[src/isp_pkg.sv]
// Shared constants and types for the program memory self-writer
package isp_pkg;
    // Array geometry
    localparam int unsigned MEM_BYTES       = 4096;
    localparam int unsigned PAGE_COUNT      = 128;
    localparam int unsigned PAGE_BYTES      = 32;
    localparam int unsigned PAGE_SHIFT      = 5;
    localparam int unsigned MEM_ADDR_W      = 12;
    localparam int unsigned RAM_ADDR_W      = 8;
    localparam int unsigned LEN_W           = 6;

    // Register indices; byte address is four times the index
    localparam logic [7:0]  IDX_COMMAND     = 8'h94;
    localparam logic [7:0]  IDX_TARGET_LOW  = 8'h95;
    localparam logic [7:0]  IDX_TARGET_HIGH = 8'h96;
    localparam logic [7:0]  IDX_BUFFER_PTR  = 8'h97;
    localparam logic [7:0]  IDX_STATUS      = 8'h98;
    localparam int unsigned BUS_ADDR_W      = 10;

    // Reset values
    localparam logic [7:0]  RST_TARGET_LOW  = 8'h00;
    localparam logic [7:0]  RST_TARGET_HIGH = 8'h00;
    localparam logic [7:0]  RST_BUFFER_PTR  = 8'h00;

    // Command codes
    localparam logic [7:0]  CMD_PAGE        = 8'h5A;
    localparam logic [7:0]  CMD_BYTE        = 8'h1E;

    // Transfer lengths
    localparam logic [LEN_W-1:0] LEN_PAGE   = 6'h20;
    localparam logic [LEN_W-1:0] LEN_BYTE   = 6'h01;

    // Status field positions
    localparam int unsigned ST_BUSY_BIT     = 0;
    localparam int unsigned ST_PAGE_BIT     = 1;
    localparam int unsigned ST_DONE_BIT     = 2;

    // FIFO sizing
    localparam int unsigned FIFO_DEPTH      = 4;

    // Sequencer states
    typedef enum logic [1:0] {
        ST_IDLE  = 2'b00,
        ST_COPY  = 2'b01,
        ST_DRAIN = 2'b10
    } seq_state_t;

    // One byte headed for the array
    typedef struct packed {
        logic [MEM_ADDR_W-1:0] addr;
        logic [7:0]            data;
    } mem_write_t;

    // Software-visible setup registers
    typedef struct packed {
        logic [7:0] target_high;
        logic [7:0] target_low;
        logic [7:0] buffer_ptr;
    } setup_regs_t;
endpackage

[src/program_memory_self_writer.sv]
// Program memory self-writer: register slave, copy sequencer and write FIFO
//
// Added by the designer: register access over Avalon-MM.
`timescale 1ns/1ps

// How it works
// - Array is 128 pages of 32 bytes
// - Page write takes page from address 11:5
// - Byte write reads one RAM byte at pointer
// - Byte write uses address bits 11:0; bits 15:12 dropped
// - Code 5A starts page write
// - Code 1E starts byte write
// - Trigger copies RAM buffer into memory
// - Buffer pointer: 8-bit, read/write, resets zero
// - Every page, first and last, is writable

// Small synchronous FIFO with valid/ready on both sides
module isp_fifo #(
    parameter int unsigned WIDTH = 8,
    parameter int unsigned DEPTH = 4
) (
    // Clock and reset
    input  wire logic             clk,
    input  wire logic             rst_n,
    // Fill side
    input  wire logic             in_valid,
    output logic                  in_ready,
    input  wire logic [WIDTH-1:0] in_data,
    // Drain side
    output logic                  out_valid,
    input  wire logic             out_ready,
    output logic [WIDTH-1:0]      out_data
);
    localparam int unsigned PW = $clog2(DEPTH);

    logic [WIDTH-1:0] mem_q [DEPTH];
    logic [PW-1:0]    wr_q, wr_d, rd_q, rd_d;
    logic [PW:0]      cnt_q, cnt_d;
    logic             push, pop;

    // Flags come straight from the count, so full and empty never lie
    always_comb begin
        in_ready  = (cnt_q != (PW+1)'(DEPTH));
        out_valid = (cnt_q != '0);
        out_data  = mem_q[rd_q];
        push      = in_valid && in_ready;
        pop       = out_valid && out_ready;
        wr_d      = push ? ((wr_q == PW'(DEPTH-1)) ? '0 : wr_q + 1'b1) : wr_q;
        rd_d      = pop ? ((rd_q == PW'(DEPTH-1)) ? '0 : rd_q + 1'b1) : rd_q;
        cnt_d     = cnt_q + (PW+1)'(push) - (PW+1)'(pop);
    end

    // Pointers and count
    always_ff @(posedge clk or negedge rst_n) begin
        if (!rst_n) begin
            wr_q  <= '0;
            rd_q  <= '0;
            cnt_q <= '0;
        end else begin
            wr_q  <= wr_d;
            rd_q  <= rd_d;
            cnt_q <= cnt_d;
        end
    end

    // Storage needs no reset; empty flag guards stale words
    always_ff @(posedge clk) begin
        if (push) begin
            mem_q[wr_q] <= in_data;
        end
    end
endmodule

// Top: Avalon-MM register slave plus copy sequencer
module program_memory_self_writer #(
    parameter int unsigned FIFO_WORDS = isp_pkg::FIFO_DEPTH
) (
    // Clock and reset
    input  wire logic                                  REF_CLK,
    input  wire logic                                  RESET_N,
    // Avalon-MM register slave
    input  wire logic [isp_pkg::BUS_ADDR_W-1:0]        AVS_ADDRESS,
    input  wire logic                                  AVS_READ,
    input  wire logic                                  AVS_WRITE,
    input  wire logic [31:0]                           AVS_WRITEDATA,
    input  wire logic [3:0]                            AVS_BYTEENABLE,
    output logic [31:0]                                AVS_READDATA,
    output logic                                       AVS_WAITREQUEST,
    // Internal data RAM read port, one cycle latency
    output logic [isp_pkg::RAM_ADDR_W-1:0]             RAM_ADDR,
    output logic                                       RAM_RD,
    input  wire logic [7:0]                            RAM_RDATA,
    // Program memory array write port
    output logic [isp_pkg::MEM_ADDR_W-1:0]             MEM_ADDR,
    output logic [7:0]                                 MEM_WDATA,
    output logic                                       MEM_WE,
    input  wire logic                                  MEM_READY,
    // CPU fetch hold
    output logic                                       CPU_HOLD
);
    import isp_pkg::*;

    setup_regs_t           regs_q, regs_d;
    seq_state_t            state_q, state_d;
    logic                  page_mode_q, page_mode_d;
    logic                  done_q, done_d;
    logic [LEN_W-1:0]      len_q, len_d;
    logic [LEN_W-1:0]      rd_cnt_q, rd_cnt_d;
    logic [LEN_W-1:0]      wr_cnt_q, wr_cnt_d;
    logic [15:0]           base_q, base_d;
    logic [7:0]            ptr_q, ptr_d;
    logic                  ram_rd_q, ram_rd_d;
    logic                  ram_vld_q, ram_vld_d;
    logic [RAM_ADDR_W-1:0] ram_addr_q, ram_addr_d;
    logic                  wait_q, wait_d;
    logic [31:0]           rdata_q, rdata_d;
    logic                  mem_we_q, mem_we_d;
    mem_write_t            mem_q, mem_d;
    logic                  hold_q, hold_d;

    logic                  fifo_in_ready, fifo_out_valid, fifo_pop;
    mem_write_t            fifo_in, fifo_out;
    logic [7:0]            idx;
    logic                  access, commit_wr, lane0;

    // Register index from a word-aligned byte address
    function automatic logic [7:0] reg_index(input logic [BUS_ADDR_W-1:0] a);
        return a[BUS_ADDR_W-1:2];
    endfunction

    // Byte address of the n-th byte of the transfer
    function automatic logic [MEM_ADDR_W-1:0] dest_addr(input logic [15:0] base,
                                                        input logic [LEN_W-1:0] n);
        return MEM_ADDR_W'(base) + MEM_ADDR_W'(n);
    endfunction

    assign idx       = reg_index(AVS_ADDRESS);
    assign access    = AVS_READ || AVS_WRITE;
    // Write takes effect on the edge where waitrequest is seen low
    assign commit_wr = AVS_WRITE && !wait_q;
    assign lane0     = AVS_BYTEENABLE[0];

    // Bytes read from RAM enter the FIFO one cycle after the strobe
    // The RAM answers a cycle late, so the data cycle follows the strobe cycle
    assign fifo_in.addr = dest_addr(base_q, rd_cnt_q - 1'b1);
    assign fifo_in.data = RAM_RDATA;
    // One array write in flight at a time; next pops once it is gone
    assign fifo_pop     = fifo_out_valid && MEM_READY && !mem_we_q;

    isp_fifo #(
        .WIDTH ($bits(mem_write_t)),
        .DEPTH (FIFO_WORDS)
    ) u_fifo (
        .clk       (REF_CLK),
        .rst_n     (RESET_N),
        .in_valid  (ram_vld_q),
        .in_ready  (fifo_in_ready),
        .in_data   (fifo_in),
        .out_valid (fifo_out_valid),
        .out_ready (fifo_pop),
        .out_data  (fifo_out)
    );

    // Bus slave: one wait state, and held off entirely while copying
    always_comb begin
        wait_d  = 1'b1;
        rdata_d = rdata_q;
        regs_d  = regs_q;
        if (access && wait_q && state_q == ST_IDLE) begin
            wait_d  = 1'b0;
            rdata_d = 32'h0000_0000;
            case (idx)
                IDX_TARGET_LOW:  rdata_d = {24'h00_0000, regs_q.target_low};
                IDX_TARGET_HIGH: rdata_d = {24'h00_0000, regs_q.target_high};
                IDX_BUFFER_PTR:  rdata_d = {24'h00_0000, regs_q.buffer_ptr};
                IDX_STATUS: begin
                    rdata_d[ST_BUSY_BIT] = hold_q;
                    rdata_d[ST_PAGE_BIT] = page_mode_q;
                    rdata_d[ST_DONE_BIT] = done_q;
                end
                default:         rdata_d = 32'h0000_0000;
            endcase
        end
        if (commit_wr && lane0) begin
            case (idx)
                IDX_TARGET_LOW:  regs_d.target_low  = AVS_WRITEDATA[7:0];
                IDX_TARGET_HIGH: regs_d.target_high = AVS_WRITEDATA[7:0];
                IDX_BUFFER_PTR:  regs_d.buffer_ptr  = AVS_WRITEDATA[7:0];
                default:         regs_d = regs_q;
            endcase
        end
    end

    // Bus slave registers
    always_ff @(posedge REF_CLK or negedge RESET_N) begin
        if (!RESET_N) begin
            wait_q             <= 1'b1;
            rdata_q            <= 32'h0000_0000;
            regs_q.target_low  <= RST_TARGET_LOW;
            regs_q.target_high <= RST_TARGET_HIGH;
            regs_q.buffer_ptr  <= RST_BUFFER_PTR;
        end else begin
            wait_q <= wait_d;
            rdata_q <= rdata_d;
            regs_q <= regs_d;
        end
    end

    // Copy sequencer: RAM reads feed the FIFO, the FIFO feeds the array
    always_comb begin
        state_d     = state_q;
        page_mode_d = page_mode_q;
        done_d      = done_q;
        len_d       = len_q;
        base_d      = base_q;
        ptr_d       = ptr_q;
        rd_cnt_d    = rd_cnt_q;
        wr_cnt_d    = wr_cnt_q;
        ram_rd_d    = 1'b0;
        ram_vld_d   = ram_rd_q;
        ram_addr_d  = ram_addr_q;
        mem_we_d    = 1'b0;
        mem_d       = mem_q;
        hold_d      = hold_q;
        case (state_q)
            ST_IDLE: begin
                // Other codes are ignored; the command register reads as zero
                if (commit_wr && lane0 && idx == IDX_COMMAND) begin
                    if (AVS_WRITEDATA[7:0] == CMD_PAGE) begin
                        page_mode_d = 1'b1;
                        len_d       = LEN_PAGE;
                        base_d      = {regs_q.target_high, regs_q.target_low[7:PAGE_SHIFT],
                                       PAGE_SHIFT'(0)};
                    end else if (AVS_WRITEDATA[7:0] == CMD_BYTE) begin
                        page_mode_d = 1'b0;
                        len_d       = LEN_BYTE;
                        base_d      = {regs_q.target_high, regs_q.target_low};
                    end
                    if (AVS_WRITEDATA[7:0] == CMD_PAGE || AVS_WRITEDATA[7:0] == CMD_BYTE) begin
                        ptr_d    = regs_q.buffer_ptr;
                        rd_cnt_d = '0;
                        wr_cnt_d = '0;
                        done_d   = 1'b0;
                        hold_d   = 1'b1;
                        state_d  = ST_COPY;
                    end
                end
            end
            ST_COPY: begin
                // One RAM read in flight, strobe to data, keeps the FIFO from overflowing
                if (!ram_rd_q && !ram_vld_q && fifo_in_ready && rd_cnt_q != len_q) begin
                    ram_rd_d   = 1'b1;
                    ram_addr_d = ptr_q + RAM_ADDR_W'(rd_cnt_q);
                    rd_cnt_d   = rd_cnt_q + 1'b1;
                end
                if (rd_cnt_q == len_q && !ram_rd_q && !ram_vld_q) begin
                    state_d = ST_DRAIN;
                end
            end
            ST_DRAIN: begin
                // Release only after the array takes and finishes the last byte
                if (wr_cnt_q == len_q && !mem_we_q && MEM_READY) begin
                    hold_d  = 1'b0;
                    done_d  = 1'b1;
                    state_d = ST_IDLE;
                end
            end
            default: begin
                state_d = ST_IDLE;
                hold_d  = 1'b0;
            end
        endcase
        if (fifo_pop) begin
            mem_we_d = 1'b1;
            mem_d    = fifo_out;
            wr_cnt_d = wr_cnt_q + 1'b1;
        end
    end

    // Sequencer registers
    always_ff @(posedge REF_CLK or negedge RESET_N) begin
        if (!RESET_N) begin
            state_q     <= ST_IDLE;
            page_mode_q <= 1'b0;
            done_q      <= 1'b0;
            len_q       <= '0;
            base_q      <= 16'h0000;
            ptr_q       <= 8'h00;
            rd_cnt_q    <= '0;
            wr_cnt_q    <= '0;
            ram_rd_q    <= 1'b0;
            ram_vld_q   <= 1'b0;
            ram_addr_q  <= '0;
            mem_we_q    <= 1'b0;
            mem_q       <= '0;
            hold_q      <= 1'b0;
        end else begin
            state_q     <= state_d;
            page_mode_q <= page_mode_d;
            done_q      <= done_d;
            len_q       <= len_d;
            base_q      <= base_d;
            ptr_q       <= ptr_d;
            rd_cnt_q    <= rd_cnt_d;
            wr_cnt_q    <= wr_cnt_d;
            ram_rd_q    <= ram_rd_d;
            ram_vld_q   <= ram_vld_d;
            ram_addr_q  <= ram_addr_d;
            mem_we_q    <= mem_we_d;
            mem_q       <= mem_d;
            hold_q      <= hold_d;
        end
    end

    // Outputs straight from flops
    assign AVS_READDATA    = rdata_q;
    assign AVS_WAITREQUEST = wait_q;
    assign RAM_ADDR        = ram_addr_q;
    assign RAM_RD          = ram_rd_q;
    assign MEM_ADDR        = mem_q.addr;
    assign MEM_WDATA       = mem_q.data;
    assign MEM_WE          = mem_we_q;
    assign CPU_HOLD        = hold_q;
endmodule

[config.mk]
export PLATFORM = sky130hd
export DESIGN_NAME = program_memory_self_writer
export DESIGN_NICKNAME = d
export VERILOG_FILES = /design/src/isp_pkg.sv /design/src/program_memory_self_writer.sv
export SDC_FILE = /design/constraint.sdc
export NUM_CORES = 1
export LEC_CHECK = 0
export ABC_AREA = 1
export BUFFER_PORTS_ARGS = -buffer_cell sky130_fd_sc_hd__buf_4
export CAP_MARGIN = 25
export CORE_MARGIN = 1.5
export CORE_UTILIZATION = 52
export CTS_BUF_LIST = sky130_fd_sc_hd__clkbuf_16
export DETAILED_ROUTE_END_ITERATION = 6
export PLACE_DENSITY = 0.75
export SLEW_MARGIN = 20
export SYNTH_ARGS = -nofsm -noshare
export SYNTH_HDL_FRONTEND = slang
export SYNTH_SLANG_ARGS = --single-unit
[constraint.sdc]
create_clock -name REF_CLK -period 2.3 [get_ports REF_CLK]
set_clock_uncertainty 0.15 [all_clocks]
set_input_delay 0.23 -clock REF_CLK [delete_from_list [all_inputs] [get_ports REF_CLK]]
set_output_delay 0.23 -clock REF_CLK [all_outputs]
set_load 0.03 [all_outputs]
Word-level counts from Yosys, hierarchy flattened
Memories as Yosys holds them, arrays and structs flattened. A register that Yosys moved wholly into a read port is not among the register bits.
Index checks and enable logic that the tools add are counted.
- multipliers: 0
- div/mod/pow operators: 0
- shift-type cells: 0
- equality and inequality tests: 20
- bitwise operators: 1
- multiplexer cells: 35
- reductions and logical operators: 42
- magnitude comparators: 0
- add/sub/neg operators: 9
- operators with widths (operator ; count):
    2-to-1 mux 6 bit ; 7
    == test 8 bit (second input constant) ; 5
    2-to-1 mux 12 bit ; 2
    logical AND 1 bit ; 16
    AND reduction 4 bit ; 4
    case mux 5 bit (3 select lines) ; 1
    2-to-1 mux 1 bit ; 14
    adder 12 x 6 -> 12 bit ; 1
    adder 6 x 1 -> 6 bit (second input constant) ; 2
    == test 6 bit ; 2
    2-to-1 mux 2 bit ; 6
    case mux 3 bit (4 select lines) ; 1
    case mux 6 bit (2 select lines) ; 1
    nonzero test 2 bit ; 6
    AND reduction 3 bit ; 3
    adder 8 x 6 -> 8 bit ; 1
    == test 8 x 5 -> 1 bit (second input constant) ; 1
    == test 8 x 7 -> 1 bit (second input constant) ; 1
    AND reduction 2 bit ; 4
    == test 2 bit (second input constant) ; 3
    inequality test 2 bit (second input constant) ; 3
    inequality test 6 bit ; 1
    case mux 2 bit (3 select lines) ; 1
    subtractor 6 x 1 -> 6 bit (second input constant) ; 1
    13 further kinds ; 20
- RAM bits: 80
- memories: 1
- bits in registers: 118
- latch bits: 0
- bits in read-only memories: 0
- memory list (name ; words ; bits a word ; rd ports ; clocked after Yosys merged registers in ; write ports ; RTL line ; source):
    u_fifo.mem_q ; 4 ; 20 ; 1 ; 1 ; 1 ; program_memory_self_writer.sv:36 ; logic [WIDTH-1:0] mem_q [DEPTH];

Logic depth before layout (Yosys ltp)
Gate-level depths: netlist (run 1).
- depth after elaboration: 7
- depth in mapped cells: 12

Cells and area by module
Synthesis (run 1) repeated with hierarchy kept, for this count alone.
- cell total of the unflattened synthesis: 975
- area, all modules: 9296.4 µm²
- modules (own cells, without submodules) (module ; cells each ; seq. area each (µm²) ; area each (µm²) ; instances):
    program_memory_self_writer ; 686 ; 2553.7 ; 5607.9 ; 1
    isp_fifo ; 289 ; 2577.5 ; 3688.5 ; 1

Worst setup path before layout (run 1)
Ideal clock, no wire load.
- path type: register to register
- start: reg u_fifo.cnt_q[1]
- end: mem u_fifo.mem_q[0][0] (netlist bit), enable pin
- library setup time: 0.397 ns
- cell stages (with the launch flop): 7
- required time: 1.753 ns
- buffers on the path: 0
- setup slack: -0.060 ns
- arrival time: 1.813 ns
- clock period less this slack: 2.360 ns
- cells stage by stage: dfrtp_1 inv_1 nand2_1 nor2_1 nor2_1 inv_1 nor2_1
- word-level cells in the longest chain between the ends: 4
- RTL lines (what ; RTL line ; source):
    from (decl) ; program_memory_self_writer.sv:38 ; logic [PW:0] cnt_q, cnt_d;
    from (signal assigned) ; program_memory_self_writer.sv:62 ; cnt_q <= cnt_d;
    inequality test 3 bit ; program_memory_self_writer.sv:43 ; in_ready = (cnt_q != (PW+1)'(DEPTH));
    logical AND 1 bit ; program_memory_self_writer.sv:46 ; push = in_valid && in_ready;
    named net u_fifo.push ; program_memory_self_writer.sv:39 ; logic push, pop;
    2-to-1 mux 1 bit ; program_memory_self_writer.sv:68 ; if (push) begin
    2-to-1 mux 1 bit (not written as such) ; program_memory_self_writer.sv:69 ; mem_q[wr_q] <= in_data;
    to (decl) ; program_memory_self_writer.sv:36 ;
The timed path passes the listed nets, and every way through them passes these cells.

==> metrics.yaml, run 1 <==
grt:
  grt_first_pass_wirelength_um: 29400
  initial_antenna_violation_count: 0
  overflow: 0
  grt_start_max_net_pins: 44
  number_of_global_route_vias_before_repair: 6024
  gr_usage_total_pct: 21.1
placed_design:
  placement.setup.worst_slack_ns: -0.0617
  placed_cells_incl_taps: 1203
  globalplace.congestion: 0.869
  placedInstanceArea_um2: 9650
  buffer_ports.inserted: 69
  dpl.hpwl_um: 12000
die:
  fp.dieArea_um2: 17700
  die_w_um: 133
  std_cell_rows: 47
  initial_standard_cell_utilization_of_the_core_pct: 53.2
  fp.dieH_um: 133
  io_pins: 123
  floorplan.core_area_um2: 16600
sta:
  finalHoldViolCount: 0
  final_min_period_over_clock_period_pct: 102
  maxSlewHeadroom_pct: 60.0
  setup_total_negative_slack_ns: -0.175
  fin_hold_ws_ns: 0.142
  rsz0062_at_grt: "true"
  final_critical_path_setup_slack_ns: -0.0459
  post-route-min-period_ns: 2.35
  highest_clock_rate_mhz: 426
  report.final.setup_viol: 4
  timing_worst_slew_pin_value_ns: 0.600
  slew_violations: 0
logic_synthesis:
  synth_sequential_area_ratio_pct: 58.2
  synthDominantAreaCellType: "dfrtp_1"
  yosys_warnings: 0
  synth.area.top_cells: "dfrtp_1 (31%), edfxtp_1 (27%), nand2_1 (7.3%), nor2_1 (6.0%), o21ai_0 (3.8%)"
  postSynthAreaPerCell_um2: 9.60
  synthFlopType: "dfrtp_1"
  post_synth_instance_area_um2: 8820
  synth_cell_types: 39
  yosys_register_bits: 189
  asyncSetResetFlopFracSynth_pct: 57.7
  synth-edff-count: 80
  synth_largest_type_area_fraction_pct: 30.6
  syn_inst: 919
final_layout:
  finalInstanceArea_um2: 10600
  antenna-diode-count: 0
  most-common-layout-cells: "nand2_1 (164), nor2_1 (137), dfrtp_1 (108), buf_4 (95), edfxtp_1 (80)"
  layout_cells_sized_above_1_pct: 18.6
  final_common_cell: "nand2_1"
  finalCoreUtilization_pct: 63.9
  nFillCells: 1312
  stdcell_count: 1256
  flow.area_growth_from_synthesis_pct: 20.2
  finish.net_count: 1107
routing:
  first_pass_drt_iterations: 6
  route.antenna.remaining_nets: 0
  via_count: 6465
  post_drt_via_cell_ratio: 5.15
  drc_errors: 0
  finalWirelength_um: 18100
  avgRoutedWirePerCell_um: 14.4
  detail_route.iter0.violations: 317
power:
  leakage_nw: 4.70
  power_mw: 10.9
  p_per_area_nw_per_um2: 1030
  worst_ir_drop_on_vdd_uv: 533
setup_path:
  critical_path.cell_chain: "nor2_2 -> nand2_2 -> nor2_2 -> xor2_1 -> ha_2 -> a21oi_2 -> o21ai_1 -> a21oi_1 -> xnor2_1"
  setup.worst_path.class: "reg -> reg"
  critPathRequiredTime_ns: 2.30
  end_kind: "register"
  crit_path_dat_ns: 2.35
  max_stage_delay_ns: 0.43
  start_kind: "register"
  critical_path.slowest_cell: "dfrtp_1"
  path_max_fanout: 5
  critical-path-top-cell-by-count: "nor2_2"
cts:
  tritoncts_num_sinks: 189
  tritoncts: "yes"
  clk_root_buffer_cell: "clkbuf_16"
  cts.reportedPaths.clkPinSlew_ns: 0.07
  clock_insertion_delay_worst_skew_ns: 0.44
  clock_tree.htree_level_count: 4
  cts.path.max_buffers: 2
  cts_buffers: 17
run_status:
  outcome: "finished, violations left"
  failed_checks: "setup timing"
flow_run:
  cap_viol_max_count: 0
min_path:
  hold_removal_path_class: "in -> reg"
[path summary, 6_finish.rpt]
path / start / to / slack, ns / cells after the start
setup / recovery: rd_cnt_q[1] / u_fifo.mem_q[1][14] / -0.05 / 9
hold / removal: AVS_ADDRESS[3] / AVS_READDATA[4] / 0.14 / 6
setup reg to reg: rd_cnt_q[1] / u_fifo.mem_q[1][14] / -0.05 / 9
hold reg to reg: AVS_READDATA[2] / AVS_READDATA[2] / 0.33 / 2
max in group asynchronous: RESET_N / AVS_WAITREQUEST / 1.17 / 3
min in group asynchronous: RESET_N / MEM_WDATA[0] / 0.15 / 2
[where the power goes]
| part | internal, mW | switching [mW] | leakage, nW | total (mW) |
|---|---|---|---|---|
| sequential | 4.02 | 0.314 | 2.15 | 4.34 |
| clock | 1.46 | 1.43 | 0.290 | 2.89 |
| combinational | 1.41 | 2.30 | 2.26 | 3.71 |
[layer usage]
layer | share of wire [%] | GRT usage (%) | wire [um]
met5 | 0 | 0 | 0
met4 | 0.97 | 7.00 | 175
met3 | 4.0 | 3.27 | 732
met2 | 52 | 36.5 | 9410
met1 | 43 | 27.3 | 7780
[cell usage after synthesis (11+ instances only)]
master,n
o21ai_0,67
a31oi_1,21
o21ai_1,47
clkbuf_1,11
buf_2,16
nand2_1,172
ha_1,22
buf_4,26
xor2_1,13
nand3_1,47
nor2_1,141
edfxtp_1,80
dfrtp_1,108
inv_1,71
[area by class of cell]
type	count	area [um2]	share of cell area [%]
clock buffers	17	425	4.01
clock inverters	15	164	1.55
inverters	77	289	2.73
multi-input cells	620	3310	31.3
flip-flops and latches	189	5130	48.4
well taps	220	275	2.60
repair buffers	118	1000	9.46
[sequential cells by signal, indices dropped and copies added (netlist names), 2 cells and up]
signal,count
u_fifo.cnt_q,3
state_q,2
wr_cnt_q,6
MEM_WDATA,8
u_fifo.wr_q,2
ptr_q,8
regs_q,24
u_fifo.mem_q,80
RAM_ADDR,8
base_q,12
rd_cnt_q,6
u_fifo.rd_q,2
AVS_READDATA,8
MEM_ADDR,12
[worst max-delay path: cells and delay by family (launching register included)]
| family | cells | cell delay [ns] |
|---|---|---|
| xor gates and xnor gates | 2 | 0.29 |
| AOI/OAI and AO/OA | 3 | 0.53 |
| adders and majority gates | 1 | 0.34 |
| DFF | 1 | 0.43 |
| and+or+nand+nor | 3 | 0.33 |
[cell families (layout without fill, tap and decap cells)]
| logic type | after synthesis | count (layout) | share of synthesized area (%) |
|---|---|---|---|
| flops | 189 | 189 | 58.2 |
| compound gates | 154 | 154 | 9.45 |
| fa+ha+maj | 25 | 25 | 3.80 |
| simple gates | 395 | 395 | 19.2 |
| buf+inv | 133 | 227 | 7.11 |
| other cells | 1 | 24 | 0.0425 |
| xor+xnor | 22 | 22 | 2.19 |
[timing repair]
item / 4_1_cts / 5_1_grt
setup buffers: 0 / 4
hold buffers: 17 / 0
resized for setup: 12 / 26
pin swaps: 2 / 17
endpoints found under the hold margin: 87 / 0
endpoints found under the setup margin: 24 / 29
Note: power is estimated with default switching activity, not from simulation.
==> run 2, diff against run 1 <==
Settings changed: ABC_AREA 1 to not set.
==> run 2 against run 1 <==
The run still ends with setup timing left. Sequential cell count is the same. Cell area up 0.45%. Routed wire length about the same. Highest routed layer unchanged. Critical path depth is 1 lower. Sequential share of layout area decreased by 0.18 points. Combinational power fell by 53%. Fmax decreased by 1.1%. Die area decreased by 2.8%. Register-to-register slack worse by 0.03 ns. Core utilization grew 2.6 points. Hold slack lost 0.076 ns. Largest cell class unchanged.
==> metrics.yaml, run 2 <==
logic_synthesis:
  post_synth_instance_area_um2: 8560  # -2.9%
  yosys_warnings: 0  # unchanged
  syn_inst: 677  # -26%
  synthFlopType: "dfrtp_1"
  synth.area.top_cells: "dfrtp_1 (32%), edfxtp_1 (28%), nand2_1 (5.5%), mux4_2 (5.3%), mux2_2 (4.3%)"
  synthDominantAreaCellType: "dfrtp_1"
  synth-edff-count: 80  # unchanged
  postSynthAreaPerCell_um2: 12.6  # +32%
  synth.most_common_cell: "nand2_1"
  yosys_register_bits: 189  # unchanged
  synth_cell_types: 58  # +49%
  netlist_top_cells_count: "nand2_1 (125), dfrtp_1 (108), edfxtp_1 (80)"
  synth_largest_type_area_fraction_pct: 31.6  # +0.91 points
  asyncSetResetFlopFracSynth_pct: 57.7  # unchanged
  synth_sequential_area_ratio_pct: 59.9  # +1.7 points
routing:
  first_pass_drt_iterations: 6  # unchanged
  finalWirelength_um: 18100  # about the same
  wirelength_met1_um: 7280  # -6.5%
  route.antenna.remaining_nets: 0  # unchanged
  via_count: 5673  # -12%
  avgRoutedWirePerCell_um: 17.4  # +21%
  drc_errors: 0  # unchanged
  top_routing_layer_used: "met4"
  met3WireLength_um: 800  # +9.3%
  post_drt_via_cell_ratio: 5.47  # +6.3%
  met2RoutedLength_um: 9770  # +3.9%
  detail_route.iter0.violations: 347  # +9.5%
run_status:
  failed_checks: "setup timing"
  outcome: "finished, violations left"
sta:
  report.final.setup_viol: 17  # +13
  slew_violations: 0  # unchanged
  final_min_period_over_clock_period_pct: 103  # +1.2 points
  highest_clock_rate_mhz: 421  # -1.1%
  final_critical_path_setup_slack_ns: -0.0730  # -0.0271 ns
  maxSlewHeadroom_pct: 63.2  # +3.3 points
  post-route-min-period_ns: 2.37  # +0.0271 ns
  setup_total_negative_slack_ns: -0.520  # -0.345 ns
  finalHoldViolCount: 0  # unchanged
  timing_worst_slew_pin_value_ns: 0.552  # -0.0480 ns
  rsz0062_at_grt: "true"
cts:
  clk_root_buffer_cell: "clkbuf_16"
  clock_insertion_delay_worst_skew_ns: 0.44  # about the same
  tritoncts_num_sinks: 189  # unchanged
  cts.reportedPaths.clkPinSlew_ns: 0.07  # about the same
  clock_tree.htree_level_count: 4  # unchanged
  cts.path.max_buffers: 2  # unchanged
  tritoncts: "yes"
  cts_buffers: 17  # unchanged
die:
  fp.dieArea_um2: 17200  # -2.8%
  fp.dieH_um: 131  # -1.4%
  initial_standard_cell_utilization_of_the_core_pct: 53.5  # +0.34 points
  std_cell_rows: 46  # -2.1%
  floorplan.core_area_um2: 16000  # -3.5%
  die_w_um: 131  # -1.4%
  io_pins: 123  # unchanged
power:
  p_per_area_nw_per_um2: 805  # -22%
  worst_ir_drop_on_vdd_uv: 778  # +46%
  power_mw: 8.57  # -22%
  leakage_nw: 4.86  # +3.3%
placed_design:
  dpl.hpwl_um: 12300  # +2.2%
  placedInstanceArea_um2: 9640  # -0.10%
  globalplace.congestion: 0.876  # +0.72%
  placement.setup.worst_slack_ns: -0.142  # -0.0808 ns
  buffer_ports.inserted: 69  # unchanged
final_layout:
  finish.net_count: 892  # -19%
  layout_cells_sized_above_1_pct: 33.5  # +15 points
  final_common_cell: "nand2_1"
  finalInstanceArea_um2: 10700  # +0.45%
  finalCoreUtilization_pct: 66.6  # +2.6 points
  flip_flop_count_of_the_largest_register_after_layout: 80  # unchanged
  ff_latch_area_um2: 5130  # about the same
  most-common-layout-cells: "nand2_1 (125), buf_4 (116), dfrtp_1 (105), edfxtp_1 (80)"
  antenna-diode-count: 0  # unchanged
  biggestRegsByFlops: "u_fifo.mem_q: 80 flops, regs_q: 24 flops"
  nFillCells: 1147  # -13%
  register_with_the_most_flip_flops: "u_fifo.mem_q"
  flow.area_growth_from_synthesis_pct: 24.4
  multi_input_comb_area_um2: 3440  # +3.7%
setup_path:
  critical_path.slowest_cell: "or3_4"
  setup.worst_path.class: "reg -> reg"
  critPathRequiredTime_ns: 2.30  # about the same
  start_kind: "register"
  max_stage_delay_ns: 0.41  # -0.02 ns
  crit_path_dat_ns: 2.37  # +0.02 ns
  critical_path.n_buffers_inverters: 0  # unchanged
  path_max_fanout: 7  # +2
  cell_class_contributing_the_biggest_share_of_worst_path_delay: "simple AND/OR/NAND/NOR gates"
  critical_path.cell_chain: "or3_4 -> nor3_4 -> xor2_2 -> ha_4 -> or2_4 -> nor2_4 -> a211oi_2 -> o311ai_2"
  end_kind: "register"
min_path:
  hold_removal_path_class: "in -> reg"
grt:
  gr_usage_total_pct: 22.2  # +1.1 points
  number_of_global_route_vias_before_repair: 6023  # -0.017%
  grt_first_pass_wirelength_um: 30200  # +2.6%
  initial_antenna_violation_count: 0  # unchanged
  overflow: 0  # unchanged
  grt_start_max_net_pins: 39  # -11%
flow_run:
  cap_viol_max_count: 0  # unchanged
## run 2: worst paths after layout
kind | depth (start not counted) | slack (ns) | end | start
max | 8 | -0.07 | u_fifo.mem_q[0][16] | rd_cnt_q[4]
min | 3 | 0.07 | AVS_READDATA[6] | AVS_ADDRESS[3]
max reg2reg | 8 | -0.07 | u_fifo.mem_q[0][16] | rd_cnt_q[4]
min reg2reg | 0 | 0.27 | ram_vld_q | RAM_RD
max in group asynchronous | 3 | 1.10 | AVS_WAITREQUEST | RESET_N
min in group asynchronous | 2 | 0.18 | MEM_WDATA[3] | RESET_N
## run 2: repair_timing
action / CTS / global route
gates resized for setup: 20 / 18
pin swaps: 5 / 9
endpoints found under the hold margin: 92 / 0
setup endpoints to repair: 28 / 48
hold buffers: 19 / 0
setup buffers: 4 / 3
## run 2: worst min-delay path, delay by kind of cell
family                 cells  cell delay [ns]
AOI/OAI and AO/OA          2             0.23
buffers and inverters      1             0.15
## run 2: cell families after synthesis
family / synth area share (%)
compound gates: 6.12
xor+xnor: 2.56
fa+ha+maj: 3.92
buf+inv: 4.60
flops: 59.9
mux: 10.4
other cells: 0.0438
simple gates: 12.5
## run 2: layout make-up
cell class,count,area share [%]
multi-input cells,439,32.3
well taps,216,2.54
flip-flops and latches,189,48.2
repair buffers,140,10.7
clock buffers,17,3.99
inverters,21,0.787
clock inverters,15,1.54
## run 2: power by group
group	switching (mW)	total, mW	leakage, nW	internal [mW]
clock	1.36	2.89	0.281	1.53
sequential	0.195	3.93	2.27	3.73
combinational	0.990	1.75	2.30	0.759
## run 2: per-stage QoR
stage	hold slack [ns]	instances
after floorplan	-0.216	700
after global placement	0.0883	979
after detailed placement	0.101	979
after CTS	0.0582	1034
after global routing	0.0790	1037
final	0.0658	1037
## run 2: routing by layer
metal | global-route usage (%) | vias up
li1 | - | 2614
met1 | 27.3 | 2843
met2 | 39.6 | 183
met3 | 4.63 | 33
met4 | 6.30 | 0
met5 | 0 | -
==> run 3, diff against run 2 <==
Settings changed: CORE_UTILIZATION 52 to 62, PLACE_DENSITY 0.75 to 0.84.
Clock period 2.3 ns to 2.8 ns, I/O delays scaled along.
==> run 3 against run 2 <==
Clock-buffer cell count is the same. Core utilization rose by 8.7 points. Global-route usage is 4.7 points higher. Highest routed layer unchanged. Sequential share of layout area rose by 2.9 points. Critical path type unchanged. Critical path depth did not move. Worst setup slack improved by 0.25 ns. The run now ends clean. Sequential power fell by 18%.
==> metrics.yaml, run 3 (same netlist as run 2, synthesis figures left out) <==
setup_path:
  max_stage_delay_ns: 0.45  # +0.04 ns
  critPathRequiredTime_ns: 2.80  # +0.50 ns
  setup.worst_path.class: "reg -> reg"
  critical_path.cell_chain: "or3_4 -> nor3_2 -> xor2_1 -> ha_2 -> or2_2 -> nor2_1 -> a211oi_1 -> o311ai_2"
  crit_path_dat_ns: 2.62  # +0.25 ns
  end_kind: "register"
  cell_class_contributing_the_biggest_share_of_worst_path_delay: "simple AND/OR/NAND/NOR gates"
  path_max_fanout: 8  # +1
  start_kind: "register"
  critical_path.n_buffers_inverters: 0  # unchanged
  critical_path.slowest_cell: "dfrtp_1"
final_layout:
  layout_cells_sized_above_1_pct: 25.2  # -8.3 points
  ff_latch_area_um2: 5130  # about the same
  register_with_the_most_flip_flops: "u_fifo.mem_q"
  flow.area_growth_from_synthesis_pct: 17.3
  stdcell_count: 966  # -6.8%
  final_common_cell: "nand2_1"
  nFillCells: 818  # -29%
  multi_input_comb_area_um2: 3150  # -8.3%
  most-common-layout-cells: "nand2_1 (125), dfrtp_1 (108), buf_4 (91), edfxtp_1 (80), o21ai_0 (34)"
  biggestRegsByFlops: "u_fifo.mem_q: 80 flops, regs_q: 24 flops"
  flip_flop_count_of_the_largest_register_after_layout: 80  # unchanged
  finish.net_count: 861  # -3.5%
  finalCoreUtilization_pct: 75.3  # +8.7 points
  antenna-diode-count: 0  # unchanged
placed_design:
  placed_cells_incl_taps: 917  # -6.3%
  dpl.hpwl_um: 12000  # -2.5%
  globalplace.congestion: 0.864  # -1.3%
  placement.setup.worst_slack_ns: 0.0473  # +0.190 ns
  buffer_ports.inserted: 69  # unchanged
cts:
  cts_setup_buffers: 0  # -4
  tritoncts_num_sinks: 189  # unchanged
  clock_insertion_delay_worst_skew_ns: 0.44  # about the same
  clk_root_buffer_cell: "clkbuf_16"
  cts.reportedPaths.clkPinSlew_ns: 0.07  # about the same
  tritoncts: "yes"
  clock_tree.htree_level_count: 4  # unchanged
  cts_buffers: 17  # unchanged
  cts.path.max_buffers: 2  # unchanged
die:
  fp.dieH_um: 121  # -8.2%
  initial_standard_cell_utilization_of_the_core_pct: 64.2  # +11 points
  std_cell_rows: 42  # -8.7%
  floorplan.core_area_um2: 13300  # -17%
  die_w_um: 121  # -8.2%
  io_pins: 123  # unchanged
  fp.dieArea_um2: 14500  # -16%
sta:
  final_min_period_over_clock_period_pct: 93.6  # -9.6 points
  finalHoldViolCount: 0  # unchanged
  maxSlewHeadroom_pct: 46.3  # -17 points
  highest_clock_rate_mhz: 382  # -9.4%
  timing_worst_slew_pin_value_ns: 0.802  # +0.251 ns
  post-route-min-period_ns: 2.62  # +0.247 ns
  report.final.setup_viol: 0  # -17
  slew_violations: 0  # unchanged
  final_critical_path_setup_slack_ns: 0.180  # +0.253 ns
  fin_hold_ws_ns: 0.101  # +0.0355 ns
grt:
  gr_usage_total_pct: 26.9  # +4.7 points
  overflow: 0  # unchanged
  grt_start_max_net_pins: 94  # +140%
  number_of_global_route_vias_before_repair: 5864  # -2.6%
  initial_antenna_violation_count: 0  # unchanged
  grt_first_pass_wirelength_um: 29500  # -2.2%
routing:
  met2RoutedLength_um: 9620  # -1.5%
  met3WireLength_um: 793  # -0.88%
  drc_errors: 0  # unchanged
  top_routing_layer_used: "met4"
  avgRoutedWirePerCell_um: 18.7  # +7.1%
  route.antenna.remaining_nets: 0  # unchanged
  first_pass_drt_iterations: 5  # -1
  post_drt_via_cell_ratio: 5.83  # +6.5%
  finalWirelength_um: 18000  # -0.20%
  wirelength_met1_um: 7160  # -1.6%
  via_count: 5628  # -0.79%
  detail_route.iter0.violations: 434  # +25%
power:
  worst_ir_drop_on_vdd_uv: 458  # -41%
  power_mw: 7.03  # -18%
  p_per_area_nw_per_um2: 700  # -13%
  leakage_nw: 4.60  # -5.3%
min_path:
  hold_removal_path_class: "in -> async"
run_status:
  outcome: "finished clean"
flow_run:
  cap_viol_max_count: 0  # unchanged
## run 3: cell types whose count changed in the layout (fill, tap and decap cells not counted), sizes merged
cell,previous run,this run
clkinvlp,3,0
dlygate4sd3,19,17
inv,25,32
clkinv,7,3
buf,121,92
## run 3: cell type report
class | count | area share, %
Sequential cell | 189 | 51.1
Multi-Input combinational cell | 439 | 31.4
Timing Repair Buffer | 109 | 8.69
Clock buffer | 17 | 4.23
Tap cell | 176 | 2.19
Clock inverter | 15 | 1.63
Inverter | 21 | 0.785
## run 3: final timing paths
kind	cells after the start	start	endpoint	slack, ns
min in group REF_CLK	3	AVS_ADDRESS[3]	AVS_READDATA[6]	0.11
worst min register to register	0	RAM_RD	ram_vld_q	0.27
worst max register to register	8	rd_cnt_q[3]	u_fifo.mem_q[0][16]	0.18
max in group asynchronous	3	RESET_N	MEM_WDATA[0]	1.60
worst min-delay path	2	RESET_N	MEM_WDATA[6]	0.10
worst max-delay path	8	rd_cnt_q[3]	u_fifo.mem_q[0][16]	0.18
## run 3: routing by layer
layer / GRT usage, % / up-vias
met2: 47.3 / 195
met5: 0 / -
met3: 4.86 / 39
met1: 32.2 / 2842
li1: - / 2552
met4: 12.3 / 0
## run 3: power breakdown
group          internal [mW]  switching [mW]
Sequential              3.07           0.165
Combinational          0.565           0.810
Clock                   1.28            1.15
Total                   4.91            2.12
## run 3: metrics by stage
step | area (um2) | setup TNS (ns)
floorplan | 8650 | 0
global placement | 9260 | 0
detailed placement | 9260 | 0
CTS | 10000 | 0
global route | 10000 | -0.137
finish | 10000 | 0
## run 3: worst reg2reg max path, stage by stage (launching register included)
cell and delay, ns:
dfrtp_1 0.45, or3_4 0.42, nor3_2 0.16, xor2_1 0.20, ha_2 0.29, or2_2 0.18, nor2_1 0.05, a211oi_1 0.24
o311ai_2 0.20
## run 3: timing repair
action	in CTS	in global routing
endpoints found under the setup margin	0	20
resized for setup	0	7
endpoints found under the hold margin	164	0
hold buffers	17	0
